--- config.mk ---
export PLATFORM = sky130hd
export DESIGN_NAME = aoc_adc_port
export DESIGN_NICKNAME = d
export VERILOG_FILES = /design/src/aoc_pkg.sv /design/src/aoc_pin_sync.sv /design/src/aoc_pair_buffer.sv /design/src/aoc_adc_port.sv
export SDC_FILE = /design/constraint.sdc
export NUM_CORES = 1
export LEC_CHECK = 0
export ABC_AREA = 1
export BUFFER_PORTS_ARGS = -buffer_cell sky130_fd_sc_hd__buf_2
export CORE_MARGIN = 2
export CORE_UTILIZATION = 33
export CTS_BUF_LIST = sky130_fd_sc_hd__clkbuf_4 sky130_fd_sc_hd__clkbuf_8
export DETAILED_ROUTE_END_ITERATION = 8
export HOLD_SLACK_MARGIN = 0.12
export PLACE_DENSITY = 0.5
export SYNTH_ARGS = -nofsm -noshare
export SYNTH_HDL_FRONTEND = slang
export SYNTH_SLANG_ARGS = --single-unit
--- constraint.sdc ---
create_clock -name clk -period 3.4 [get_ports clk]
set_clock_uncertainty 0.1 [all_clocks]
set_input_delay 0.51 -clock clk [delete_from_list [all_inputs] [get_ports clk]]
set_output_delay 0.51 -clock clk [all_outputs]
set_load 0.05 [all_outputs]
--- src/aoc_pkg.sv ---
// Package of constants shared by the converter output and configuration port.
// Assumes one 100 MHz clock; every pin input is resampled inside the block.
package aoc_pkg;

  // ----------------------------------------------------------------
  // Widths and pin sampler layout
  // ----------------------------------------------------------------
  localparam int SAMPLE_W = 16;
  localparam int LANE_W = 8;
  localparam int SYNC_W = 6;
  localparam int ENC_IDX = 0;
  localparam int SCK_IDX = 1;
  localparam int CSN_IDX = 2;
  localparam int SDI_IDX = 3;
  localparam int SDOI_IDX = 4;
  localparam int PSS_IDX = 5;
  // Chip select idles high, so its filtered level starts high.
  localparam logic [5:0] SYNC_INIT = 6'h04;

  // ----------------------------------------------------------------
  // Serial frame: read flag, seven address bits, eight data bits
  // ----------------------------------------------------------------
  localparam int CNT_W = 4;
  localparam int ADDR_W = 7;
  localparam int REG_W = 8;
  localparam logic [3:0] ADDR_LAST_CNT = 4'h7;
  localparam logic [3:0] DATA_LAST_CNT = 4'hF;
  localparam logic [6:0] ADDR_FORMAT = 7'h01;
  localparam logic [6:0] ADDR_STAB = 7'h02;
  localparam logic [6:0] ADDR_FORM = 7'h03;
  localparam logic [7:0] FORMAT_RST = 8'h00;
  localparam logic [7:0] STAB_RST = 8'h00;
  localparam logic [7:0] FORM_RST = 8'h00;

  // ----------------------------------------------------------------
  // Field positions
  // ----------------------------------------------------------------
  localparam int FMT_TWOS_BIT = 0;
  localparam int FMT_PWR_LSB = 1;
  localparam int STAB_EN_BIT = 0;
  localparam int STAB_PH_LSB = 1;
  localparam int FORM_LSB = 0;
  localparam int FORM_CUR_LSB = 2;
  localparam int FORM_TERM_BIT = 5;

  // ----------------------------------------------------------------
  // Codes
  // ----------------------------------------------------------------
  localparam logic [1:0] FORM_FULL = 2'h0;
  localparam logic [1:0] FORM_DDR_CMOS = 2'h1;
  localparam logic [1:0] FORM_DDR_LVDS = 2'h2;
  localparam logic [1:0] PWR_AWAKE = 2'h0;
  localparam logic [2:0] CUR_DEFAULT = 3'h0;
  localparam logic [1:0] PHASE_NONE = 2'h0;

  // ----------------------------------------------------------------
  // Timing
  // ----------------------------------------------------------------
  localparam int CLK_PERIOD_NS = 10;
  localparam int NAP_TIME_NS = 2000;
  localparam logic [7:0] NAP_COUNT = 8'(NAP_TIME_NS / CLK_PERIOD_NS);

endpackage : aoc_pkg

--- src/aoc_pin_sync.sv ---
// Three-stage pin sampler with agreement filter and edge pulses.
// Assumes inputs are asynchronous to clk.
module aoc_pin_sync #(
  parameter int W = 1,
  parameter logic [W-1:0] INIT = '0
) (
  input wire logic clk,
  input wire logic nrst,
  input wire logic [W-1:0] pins,
  output logic [W-1:0] level,
  output logic [W-1:0] rise,
  output logic [W-1:0] fall
);

  logic [W-1:0] s1;
  logic [W-1:0] s2;
  logic [W-1:0] s3;

  // ----------------------------------------------------------------
  // Resampling chain
  // ----------------------------------------------------------------
  // Only the second stage reads the first, to keep metastability contained.
  always_ff @(posedge clk or negedge nrst) begin
    if (!nrst) begin
      s1 <= INIT;
      s2 <= INIT;
      s3 <= INIT;
    end else begin
      s1 <= pins;
      s2 <= s1;
      s3 <= s2;
    end
  end

  // A change counts once the second and third stage agree.
  always_ff @(posedge clk or negedge nrst) begin
    if (!nrst) begin
      level <= INIT;
      rise <= '0;
      fall <= '0;
    end else begin
      level <= (s2 & s3) | (level & (s2 | s3));
      rise <= ~level & s2 & s3;
      fall <= level & ~s2 & ~s3;
    end
  end

endmodule // aoc_pin_sync

--- src/aoc_pair_buffer.sv ---
// Two-entry buffer with valid and ready on both sides.
// Assumes both sides run on clk.
module aoc_pair_buffer #(
  parameter int W = 1
) (
  input wire logic clk,
  input wire logic nrst,
  input wire logic in_valid,
  output logic in_ready,
  input wire logic [W-1:0] in_data,
  output logic out_valid,
  input wire logic out_ready,
  output logic [W-1:0] out_data
);

  logic [W-1:0] mem [2];
  logic wr_ptr;
  logic rd_ptr;
  logic [1:0] count;
  logic push;
  logic pop;

  assign in_ready = (count != 2'h2);
  assign out_valid = (count != 2'h0);
  assign push = in_valid & in_ready;
  assign pop = out_valid & out_ready;
  assign out_data = mem[rd_ptr];

  // Storage is not reset; only the pointers qualify it.
  always_ff @(posedge clk) begin
    if (push) begin
      mem[wr_ptr] <= in_data;
    end
  end

  // Pointers and fill level.
  always_ff @(posedge clk or negedge nrst) begin
    if (!nrst) begin
      wr_ptr <= 1'h0;
      rd_ptr <= 1'h0;
      count <= 2'h0;
    end else begin
      if (push) begin
        wr_ptr <= ~wr_ptr;
      end
      if (pop) begin
        rd_ptr <= ~rd_ptr;
      end
      count <= count + {1'h0, push} - {1'h0, pop};
    end
  end

endmodule // aoc_pair_buffer

--- src/aoc_adc_port.sv ---
// Digital output stream and configuration port of a 16-bit sampling converter.
// Assumes the conversion core answers conv_start with conv_valid on clk.
//
// Functional notes
// - Select pin low: serial port; high: straps.
// - Conversion starts on encode positive rising edge.
// - Shift only while chip select is low.
// - Sample serial data on serial clock rise.
// - Read-back bit valid for falling-edge capture.
// - Data out drives low only, open drain.
// - Parallel: chip select sets duty stabilizer.
// - Parallel: serial clock level sets output form.
// - Parallel: data pins select power-down state.
// - Full rate: sixteen parallel bits, top MSB.
// - Full rate: data changes on clock fall.
// - Double rate: data changes on both edges.
// - Lanes: even bit clock low, odd high.
// - Negative output clock inverts positive one.
// - Output clock phase delay is programmable.
// - Range flag high for out-of-range samples.
// - LVDS drive current and termination programmable.
// - Two's complement output format supported.
// - Parallel mode offers no double-rate CMOS.
// - Slow or stopped encode enters nap.
// - Serial: stabilizer register enables stabilizer.
// - Serial: output form register sets form.
module aoc_adc_port (
  input wire logic clk,
  input wire logic nrst,
  input wire logic encode_pos,
  input wire logic encode_neg,
  input wire logic program_style_select,
  input wire logic cs_n,
  input wire logic sck,
  input wire logic sdi,
  input wire logic sdo_in,
  output logic sdo_out,
  output logic sdo_oe,
  output logic conv_start,
  input wire logic conv_valid,
  output logic conv_ready,
  input wire logic [15:0] conv_code,
  input wire logic conv_over,
  output logic [15:0] sample_bits,
  output logic [7:0] paired_bit_lanes,
  output logic range_exceeded_flag,
  output logic output_clock_pos,
  output logic output_clock_neg,
  output logic lvds_select,
  output logic [2:0] lvds_drive_current,
  output logic lvds_termination,
  output logic stabilizer_enable,
  output logic [1:0] power_state,
  output logic nap_state
);

  // ----------------------------------------------------------------
  // Helpers
  // ----------------------------------------------------------------
  // Picks the even or the odd bit of each pair onto the lanes.
  function automatic logic [7:0] lane_bits(input logic [15:0] word, input logic odd);
    logic [7:0] lanes;
    lanes = 8'h00;
    for (int i = 0; i < aoc_pkg::LANE_W; i++) begin
      lanes[i] = word[2 * i + int'(odd)];
    end
    return lanes;
  endfunction

  // Returns the content of an addressed mode register, zero if unmapped.
  function automatic logic [7:0] reg_read(input logic [6:0] addr, input logic [7:0] fmt,
                                          input logic [7:0] stab, input logic [7:0] form);
    logic [7:0] data;
    data = 8'h00;
    case (addr)
      aoc_pkg::ADDR_FORMAT: data = fmt;
      aoc_pkg::ADDR_STAB: data = stab;
      aoc_pkg::ADDR_FORM: data = form;
      default: data = 8'h00;
    endcase
    return data;
  endfunction

  // ----------------------------------------------------------------
  // Pin sampling
  // ----------------------------------------------------------------
  logic [5:0] pin_raw;
  logic [5:0] pin_lvl;
  logic [5:0] pin_rise;
  logic [5:0] pin_fall;
  logic enc_rise;
  logic enc_fall;
  logic sck_rise;
  logic sck_fall;
  logic sck_lvl;
  logic csn_lvl;
  logic sdi_lvl;
  logic sdoin_lvl;
  logic serial_mode;

  // With the negative input grounded the positive input alone decides; driven
  // differentially the two agree, so one combined level serves both cases.
  assign pin_raw = {program_style_select, sdo_in, sdi, cs_n, sck,
                    encode_pos & ~encode_neg};

  aoc_pin_sync #(.W(aoc_pkg::SYNC_W), .INIT(aoc_pkg::SYNC_INIT)) u_sync (
    .clk(clk),
    .nrst(nrst),
    .pins(pin_raw),
    .level(pin_lvl),
    .rise(pin_rise),
    .fall(pin_fall)
  );

  assign enc_rise = pin_rise[aoc_pkg::ENC_IDX];
  assign enc_fall = pin_fall[aoc_pkg::ENC_IDX];
  assign sck_rise = pin_rise[aoc_pkg::SCK_IDX];
  assign sck_fall = pin_fall[aoc_pkg::SCK_IDX];
  assign sck_lvl = pin_lvl[aoc_pkg::SCK_IDX];
  assign csn_lvl = pin_lvl[aoc_pkg::CSN_IDX];
  assign sdi_lvl = pin_lvl[aoc_pkg::SDI_IDX];
  assign sdoin_lvl = pin_lvl[aoc_pkg::SDOI_IDX];
  // The select pin is a strap; no glitch handling beyond sampling.
  assign serial_mode = ~pin_lvl[aoc_pkg::PSS_IDX];

  // ----------------------------------------------------------------
  // Serial configuration port
  // ----------------------------------------------------------------
  logic cs_active;
  logic [3:0] bit_cnt;
  logic [15:0] shift_in;
  logic [15:0] next_frame;
  logic is_read;
  logic [6:0] frame_addr;
  logic [7:0] rd_word;
  logic sdo_bit;
  logic [7:0] reg_format;
  logic [7:0] reg_stab;
  logic [7:0] reg_form;

  assign cs_active = serial_mode & ~csn_lvl;
  assign next_frame = {shift_in[14:0], sdi_lvl};

  // Bit counter; releasing chip select abandons a partial frame.
  always_ff @(posedge clk or negedge nrst) begin
    if (!nrst) begin
      bit_cnt <= 4'h0;
    end else if (!cs_active) begin
      bit_cnt <= 4'h0;
    end else if (sck_rise) begin
      bit_cnt <= bit_cnt + 4'h1;
    end
  end

  // Shift register, read flag and captured address.
  always_ff @(posedge clk or negedge nrst) begin
    if (!nrst) begin
      shift_in <= 16'h0000;
      is_read <= 1'h0;
      frame_addr <= 7'h00;
      rd_word <= 8'h00;
    end else if (!cs_active) begin
      is_read <= 1'h0;
    end else if (sck_rise) begin
      shift_in <= next_frame;
      if (bit_cnt == 4'h0) begin
        is_read <= sdi_lvl;
      end
      if (bit_cnt == aoc_pkg::ADDR_LAST_CNT) begin
        frame_addr <= next_frame[6:0];
        rd_word <= reg_read(next_frame[6:0], reg_format, reg_stab, reg_form);
      end
    end
  end

  // Mode registers; they keep their values while chip select is high.
  always_ff @(posedge clk or negedge nrst) begin
    if (!nrst) begin
      reg_format <= aoc_pkg::FORMAT_RST;
      reg_stab <= aoc_pkg::STAB_RST;
      reg_form <= aoc_pkg::FORM_RST;
    end else if (cs_active && sck_rise && bit_cnt == aoc_pkg::DATA_LAST_CNT && !is_read) begin
      case (frame_addr)
        aoc_pkg::ADDR_FORMAT: reg_format <= next_frame[7:0];
        aoc_pkg::ADDR_STAB: reg_stab <= next_frame[7:0];
        aoc_pkg::ADDR_FORM: reg_form <= next_frame[7:0];
        default: reg_format <= reg_format;
      endcase
    end
  end

  // Read-back bit changes after a falling edge, so the controller captures
  // it on the following falling edge with a full period of settling.
  always_ff @(posedge clk or negedge nrst) begin
    if (!nrst) begin
      sdo_bit <= 1'h1;
    end else if (!cs_active) begin
      sdo_bit <= 1'h1;
    end else if (sck_fall && is_read && bit_cnt[3]) begin
      sdo_bit <= rd_word[~bit_cnt[2:0]];
    end
  end

  // Open drain: the pin is only ever pulled low.
  assign sdo_out = 1'h0;
  assign sdo_oe = cs_active & is_read & ~sdo_bit;

  // ----------------------------------------------------------------
  // Effective controls: registers in serial mode, straps or fixed defaults in parallel
  // ----------------------------------------------------------------
  logic eff_stab;
  logic [1:0] eff_form;
  logic [1:0] eff_pwr;
  logic [1:0] eff_phase;
  logic eff_twos;
  logic [2:0] eff_cur;
  logic eff_term;

  always_comb begin
    if (serial_mode) begin
      eff_stab = reg_stab[aoc_pkg::STAB_EN_BIT];
      eff_form = reg_form[aoc_pkg::FORM_LSB +: 2];
      if (eff_form == 2'h3) begin
        eff_form = aoc_pkg::FORM_FULL;
      end
      eff_pwr = reg_format[aoc_pkg::FMT_PWR_LSB +: 2];
      eff_phase = reg_stab[aoc_pkg::STAB_PH_LSB +: 2];
      eff_twos = reg_format[aoc_pkg::FMT_TWOS_BIT];
      eff_cur = reg_form[aoc_pkg::FORM_CUR_LSB +: 3];
      eff_term = reg_form[aoc_pkg::FORM_TERM_BIT];
    end else begin
      eff_stab = csn_lvl;
      eff_form = sck_lvl ? aoc_pkg::FORM_DDR_LVDS : aoc_pkg::FORM_FULL;
      eff_pwr = {sdi_lvl, sdoin_lvl};
      eff_phase = aoc_pkg::PHASE_NONE;
      eff_twos = 1'h0;
      eff_cur = aoc_pkg::CUR_DEFAULT;
      eff_term = 1'h0;
    end
  end

  // Control outputs are registered to keep them glitch free.
  always_ff @(posedge clk or negedge nrst) begin
    if (!nrst) begin
      stabilizer_enable <= 1'h0;
      power_state <= aoc_pkg::PWR_AWAKE;
      lvds_select <= 1'h0;
      lvds_drive_current <= aoc_pkg::CUR_DEFAULT;
      lvds_termination <= 1'h0;
    end else begin
      stabilizer_enable <= eff_stab;
      power_state <= eff_pwr;
      lvds_select <= (eff_form == aoc_pkg::FORM_DDR_LVDS);
      lvds_drive_current <= eff_cur;
      lvds_termination <= eff_term;
    end
  end

  // ----------------------------------------------------------------
  // Nap detection and conversion start
  // ----------------------------------------------------------------
  logic [7:0] idle_cnt;
  logic awake;

  // Without an encode edge for the nap time the core naps.
  always_ff @(posedge clk or negedge nrst) begin
    if (!nrst) begin
      idle_cnt <= 8'h00;
      nap_state <= 1'h0;
    end else if (enc_rise) begin
      idle_cnt <= 8'h00;
      nap_state <= 1'h0;
    end else if (idle_cnt == aoc_pkg::NAP_COUNT - 8'h01) begin
      nap_state <= 1'h1;
    end else begin
      idle_cnt <= idle_cnt + 8'h01;
    end
  end

  assign awake = (eff_pwr == aoc_pkg::PWR_AWAKE) & ~nap_state;

  always_ff @(posedge clk or negedge nrst) begin
    if (!nrst) begin
      conv_start <= 1'h0;
    end else begin
      conv_start <= enc_rise & awake;
    end
  end

  // ----------------------------------------------------------------
  // Result buffer and output stage
  // ----------------------------------------------------------------
  logic buf_valid;
  logic [16:0] buf_data;
  logic [15:0] fmt_code;
  logic [15:0] show_word;
  logic [15:0] hold_word;
  logic clk_raw;
  logic [2:0] clk_dly;
  logic [3:0] clk_taps;

  // The buffer absorbs a result that arrives while the previous one still
  // waits for its encode edge; a full buffer stalls the core.
  aoc_pair_buffer #(.W(aoc_pkg::SAMPLE_W + 1)) u_buf (
    .clk(clk),
    .nrst(nrst),
    .in_valid(conv_valid),
    .in_ready(conv_ready),
    .in_data({conv_over, conv_code}),
    .out_valid(buf_valid),
    .out_ready(enc_rise),
    .out_data(buf_data)
  );

  // The core codes offset binary; flipping the MSB gives two's complement.
  assign fmt_code = {buf_data[15] ^ eff_twos, buf_data[14:0]};
  assign show_word = buf_valid ? fmt_code : hold_word;

  // Encode rise: clock low, new word out. Encode fall: clock high, odd bits in double rate.
  always_ff @(posedge clk or negedge nrst) begin
    if (!nrst) begin
      clk_raw <= 1'h0;
      hold_word <= 16'h0000;
      range_exceeded_flag <= 1'h0;
      sample_bits <= 16'h0000;
      paired_bit_lanes <= 8'h00;
    end else if (enc_rise) begin
      clk_raw <= 1'h0;
      hold_word <= show_word;
      if (buf_valid) begin
        range_exceeded_flag <= buf_data[16];
      end
      if (eff_form == aoc_pkg::FORM_FULL) begin
        sample_bits <= show_word;
        paired_bit_lanes <= 8'h00;
      end else begin
        sample_bits <= 16'h0000;
        paired_bit_lanes <= lane_bits(show_word, 1'h0);
      end
    end else if (enc_fall) begin
      clk_raw <= 1'h1;
      if (eff_form != aoc_pkg::FORM_FULL) begin
        paired_bit_lanes <= lane_bits(hold_word, 1'h1);
      end
    end
  end

  // Phase delay is in whole clk cycles, so its resolution is 10 ns.
  always_ff @(posedge clk or negedge nrst) begin
    if (!nrst) begin
      clk_dly <= 3'h0;
    end else begin
      clk_dly <= {clk_dly[1:0], clk_raw};
    end
  end

  assign clk_taps = {clk_dly, clk_raw};
  assign output_clock_pos = clk_taps[eff_phase];
  assign output_clock_neg = ~clk_taps[eff_phase];
endmodule // aoc_adc_port

==> metrics.cfg <==
[setup_path]
startpoint_type=flip-flop
slowest_stage=dfrtp_1
worstPathCellList=inv_1, nand2_1, nand2_1, o211ai_1, nand2_1, inv_1, buf_2
end_kind=primary output
slowest_delay_ns=0.57
path_class=flip-flop to primary output
crit_family=flip-flops
path_buf_inv=3
cp_max_fo=12
worst_ep_arrival_time_ns=1.97
required_ns=2.79
cpMostUsedCell=nand2_1

[global_routing]
antenna_found_initial=0
grt_pass1_vias=5278
grt_max_degree=65
grt_overflow=0
grt_pass1_wl_mm=28.4
track_usage_pct=15.3

[clock_tree]
clock_latency_ns=0.47
ctsRootBufferMaster=clkbuf_8
path_clk_slew_ns=0.10
cts_buffer_depth=2
htreeDepth=4
cts_tree=done
clkSinkCount=181
numCtsBuffers=17

[placed_design]
placed_cells=1122
port_buffers=65
hpwlAfterDp_mm=11.6
gp_congestion=0.775

[sta]
finalCritPeriodShare_pct=76.0
rsz0062_at_grt=no
hold_viol_final=0
max_freq_mhz=387
slew_viol_final=0
worst_pin_slew_ns=0.743
min_period_ns=2.58
relSlewSlack_pct=50.3
setup_tns_ns=0
setup_viol=0

[yosys]
synthTopCellsByArea=dfrtp_1 (48%), nand2_1 (16%), edfxtp_1 (14%), nand3_1 (5.6%), o21ai_0 (2.7%)
synthArstFlopShare_pct=81.2
syn_nets=824
ys.flop_type=dfrtp_1
synthAdderAreaFrac_pct=1.38
synth_area_leader_cell=dfrtp_1
synth_edf_count=34
ys_warn_count=0
synth_compound_area_share_pct=4.21
synth_area_sq_um=7410
ys_types=34
yosysSeqAreaShare_pct=63.5
synth_top_family_by_area=simple AND/OR/NAND/NOR gates
synthCells=792
synth_mux_area_share_pct=0.135
syn_avg_cell_area_sq_um=9.35
synth-xor-area-share_pct=0.473
yosys.area_share.simple_pct=26.2
ys_ff_latch=181
synth_top_area_share_pct=48.0

[pwr]
ir_drop_v=0.000411
finalPower_w=0.00636
total_leakage_power_nw=4.34
cellPowerDensity_nw_per_um2=727

[layout]
syn_to_final_growth_pct=18.2
postLayoutCoreUtil_pct=39.9
fin_nets=916
stdcell_count=1177
layout-drive-gt1-share_pct=13.9
diodes=0

[die]
die_area_sq_um=23700
start_util_pct=33.7
die_w_microns=154
rows=54
fp.coreArea_sq_um=22000
pin_count=67
dieHeight_microns=154

[route]
drtAntennaViolNets=0
wl_per_cell_microns=14.4
vias=5359
viasPerCell=4.55
drtPass1Iterations=5
wl_mm=17.0
drtIter0Drc=358
route.detailed.drc=0

[hold_path]
min_path_type=primary input to flip-flop

[flow_run]
drv_cap=0

[status]
outcome=finished clean

[cell usage after synthesis, drive strengths merged, types with 3 or more instances]
master  count
clkbuf     14
nor3       12
nand2     313
nand4       3
nand3      83
ha          5
nor2       48
a21oi       9
inv        46
dfstp       5
dfrtp     142
a21boi      7
o21ai      40
maj3        4
buf        13
edfxtp     34
[routing by layer]
metal	GRT usage, %	share of wire (%)	vias to the layer above
li1	-	-	2732
met2	23.8	46	91
met5	0	0	-
met4	4.18	0.90	0
met3	3.10	3.5	13
met1	21.9	49	2523
[worst reg2reg max path: stages (launching register included)]
cell	delay [ns]
dfrtp_1	0.57
inv_1	0.21
nand3b_1	0.16
nand3_1	0.41
nand2_1	0.43
nand2_1	0.26
nand2_1	0.14
nand2_1	0.06
[through the flow]
step	hold WS [ns]	setup slack, ns	area, sq um
floorplan	0.114	1.07	7410
global placement	0.234	1.05	8070
detailed placement	0.237	0.924	8070
CTS	0.125	0.760	8750
global route	0.138	0.602	8750
finish	0.156	0.816	8750
[repair_timing]
action | in CTS | in global routing
setup buffers | 0 | 0
hold endpoints to repair | 92 | 0
resized for setup | 0 | 0
endpoints found under the setup margin | 0 | 0
hold buffers | 23 | 0
[report_power, final]
part | internal, W | leakage (nW) | total (W) | switching [W]
clock | 0.000823 | 0.221 | 0.00166 | 0.000840
combinational | 0.000455 | 1.88 | 0.00178 | 0.00132
sequential | 0.00266 | 2.23 | 0.00292 | 0.000262
total | 0.00394 | 4.34 | 0.00636 | 0.00242
[final timing paths]
path                                            from                         endpoint  slack (ns)  cells after the start
max in group asynchronous                       nrst           u_sync.s3[2]$_DFF_PN1_        1.91                      3
hold / removal                          conv_code[3]        u_buf.mem[0][3]$_DFFE_PP_        0.16                      1
min in group asynchronous                       nrst           rd_word[5]$_DFFE_PN0P_        0.46                      2
hold reg to reg               u_sync.s1[4]$_DFF_PN0_           u_sync.s2[4]$_DFF_PN0_        0.25                      0
setup / recovery           u_sync.level[5]$_DFF_PN0_                 output_clock_neg        0.82                      7
setup reg to reg           u_sync.level[5]$_DFF_PN0_  paired_bit_lanes[7]$_DFFE_PN0P_        0.96                      7
[layout make-up]
class                   instances  area, sq um
inverters                      48          180
well taps                     280          350
multi-input cells             536         2400
flip-flops and latches        181         4710
clock inverters                15          216
fillers                      2182        13200
repair buffers                100          664
clock buffers                  17          234
[state kept, by name, summed over array words and instances (netlist names), 4 cells and up]
| name | flops |
|---|---|
| reg_stab | 8 |
| reg_form | 8 |
| u_sync.level | 6 |
| u_sync.s2 | 6 |
| frame_addr | 7 |
| u_sync.s1 | 6 |
| u_sync.s3 | 6 |
| sample_bits | 16 |
| u_buf.mem | 34 |
| reg_format | 8 |
| rd_word | 8 |
| hold_word | 16 |
| shift_in | 7 |
| idle_cnt | 8 |
| paired_bit_lanes | 8 |
| bit_cnt | 4 |
[layout by cell type, fill, tap and decap left out, types with 3 or more instances in the layout]
cell type and instances:
nor3_4 4, dlygate4sd3_1 23, nand3_1 83, a21oi_1 9, o21ai_0 40, bufinv_16 4, buf_2 64, buf_4 11
nand4_1 3, nor2_1 46, edfxtp_1 34, a21boi_0 7, inv_6 4, dfstp_2 5, maj3_1 4, inv_8 3
clkbuf_8 17, nand2_2 4, nor3_1 8, clkinv_1 4, ha_1 5, inv_1 44, dfrtp_1 142, nand2_1 309
[kinds of logic (layout without fill, tap and decap cells)]
kind of cell / count (synthesis) / after routing
other cells: 1 / 1
fa+ha+maj: 9 / 9
simple gates: 463 / 463
buf+inv: 75 / 180
flops: 181 / 181
mux: 1 / 1
compound gates: 58 / 58
xor+xnor: 4 / 4
(Power assumes the default switching activity.)
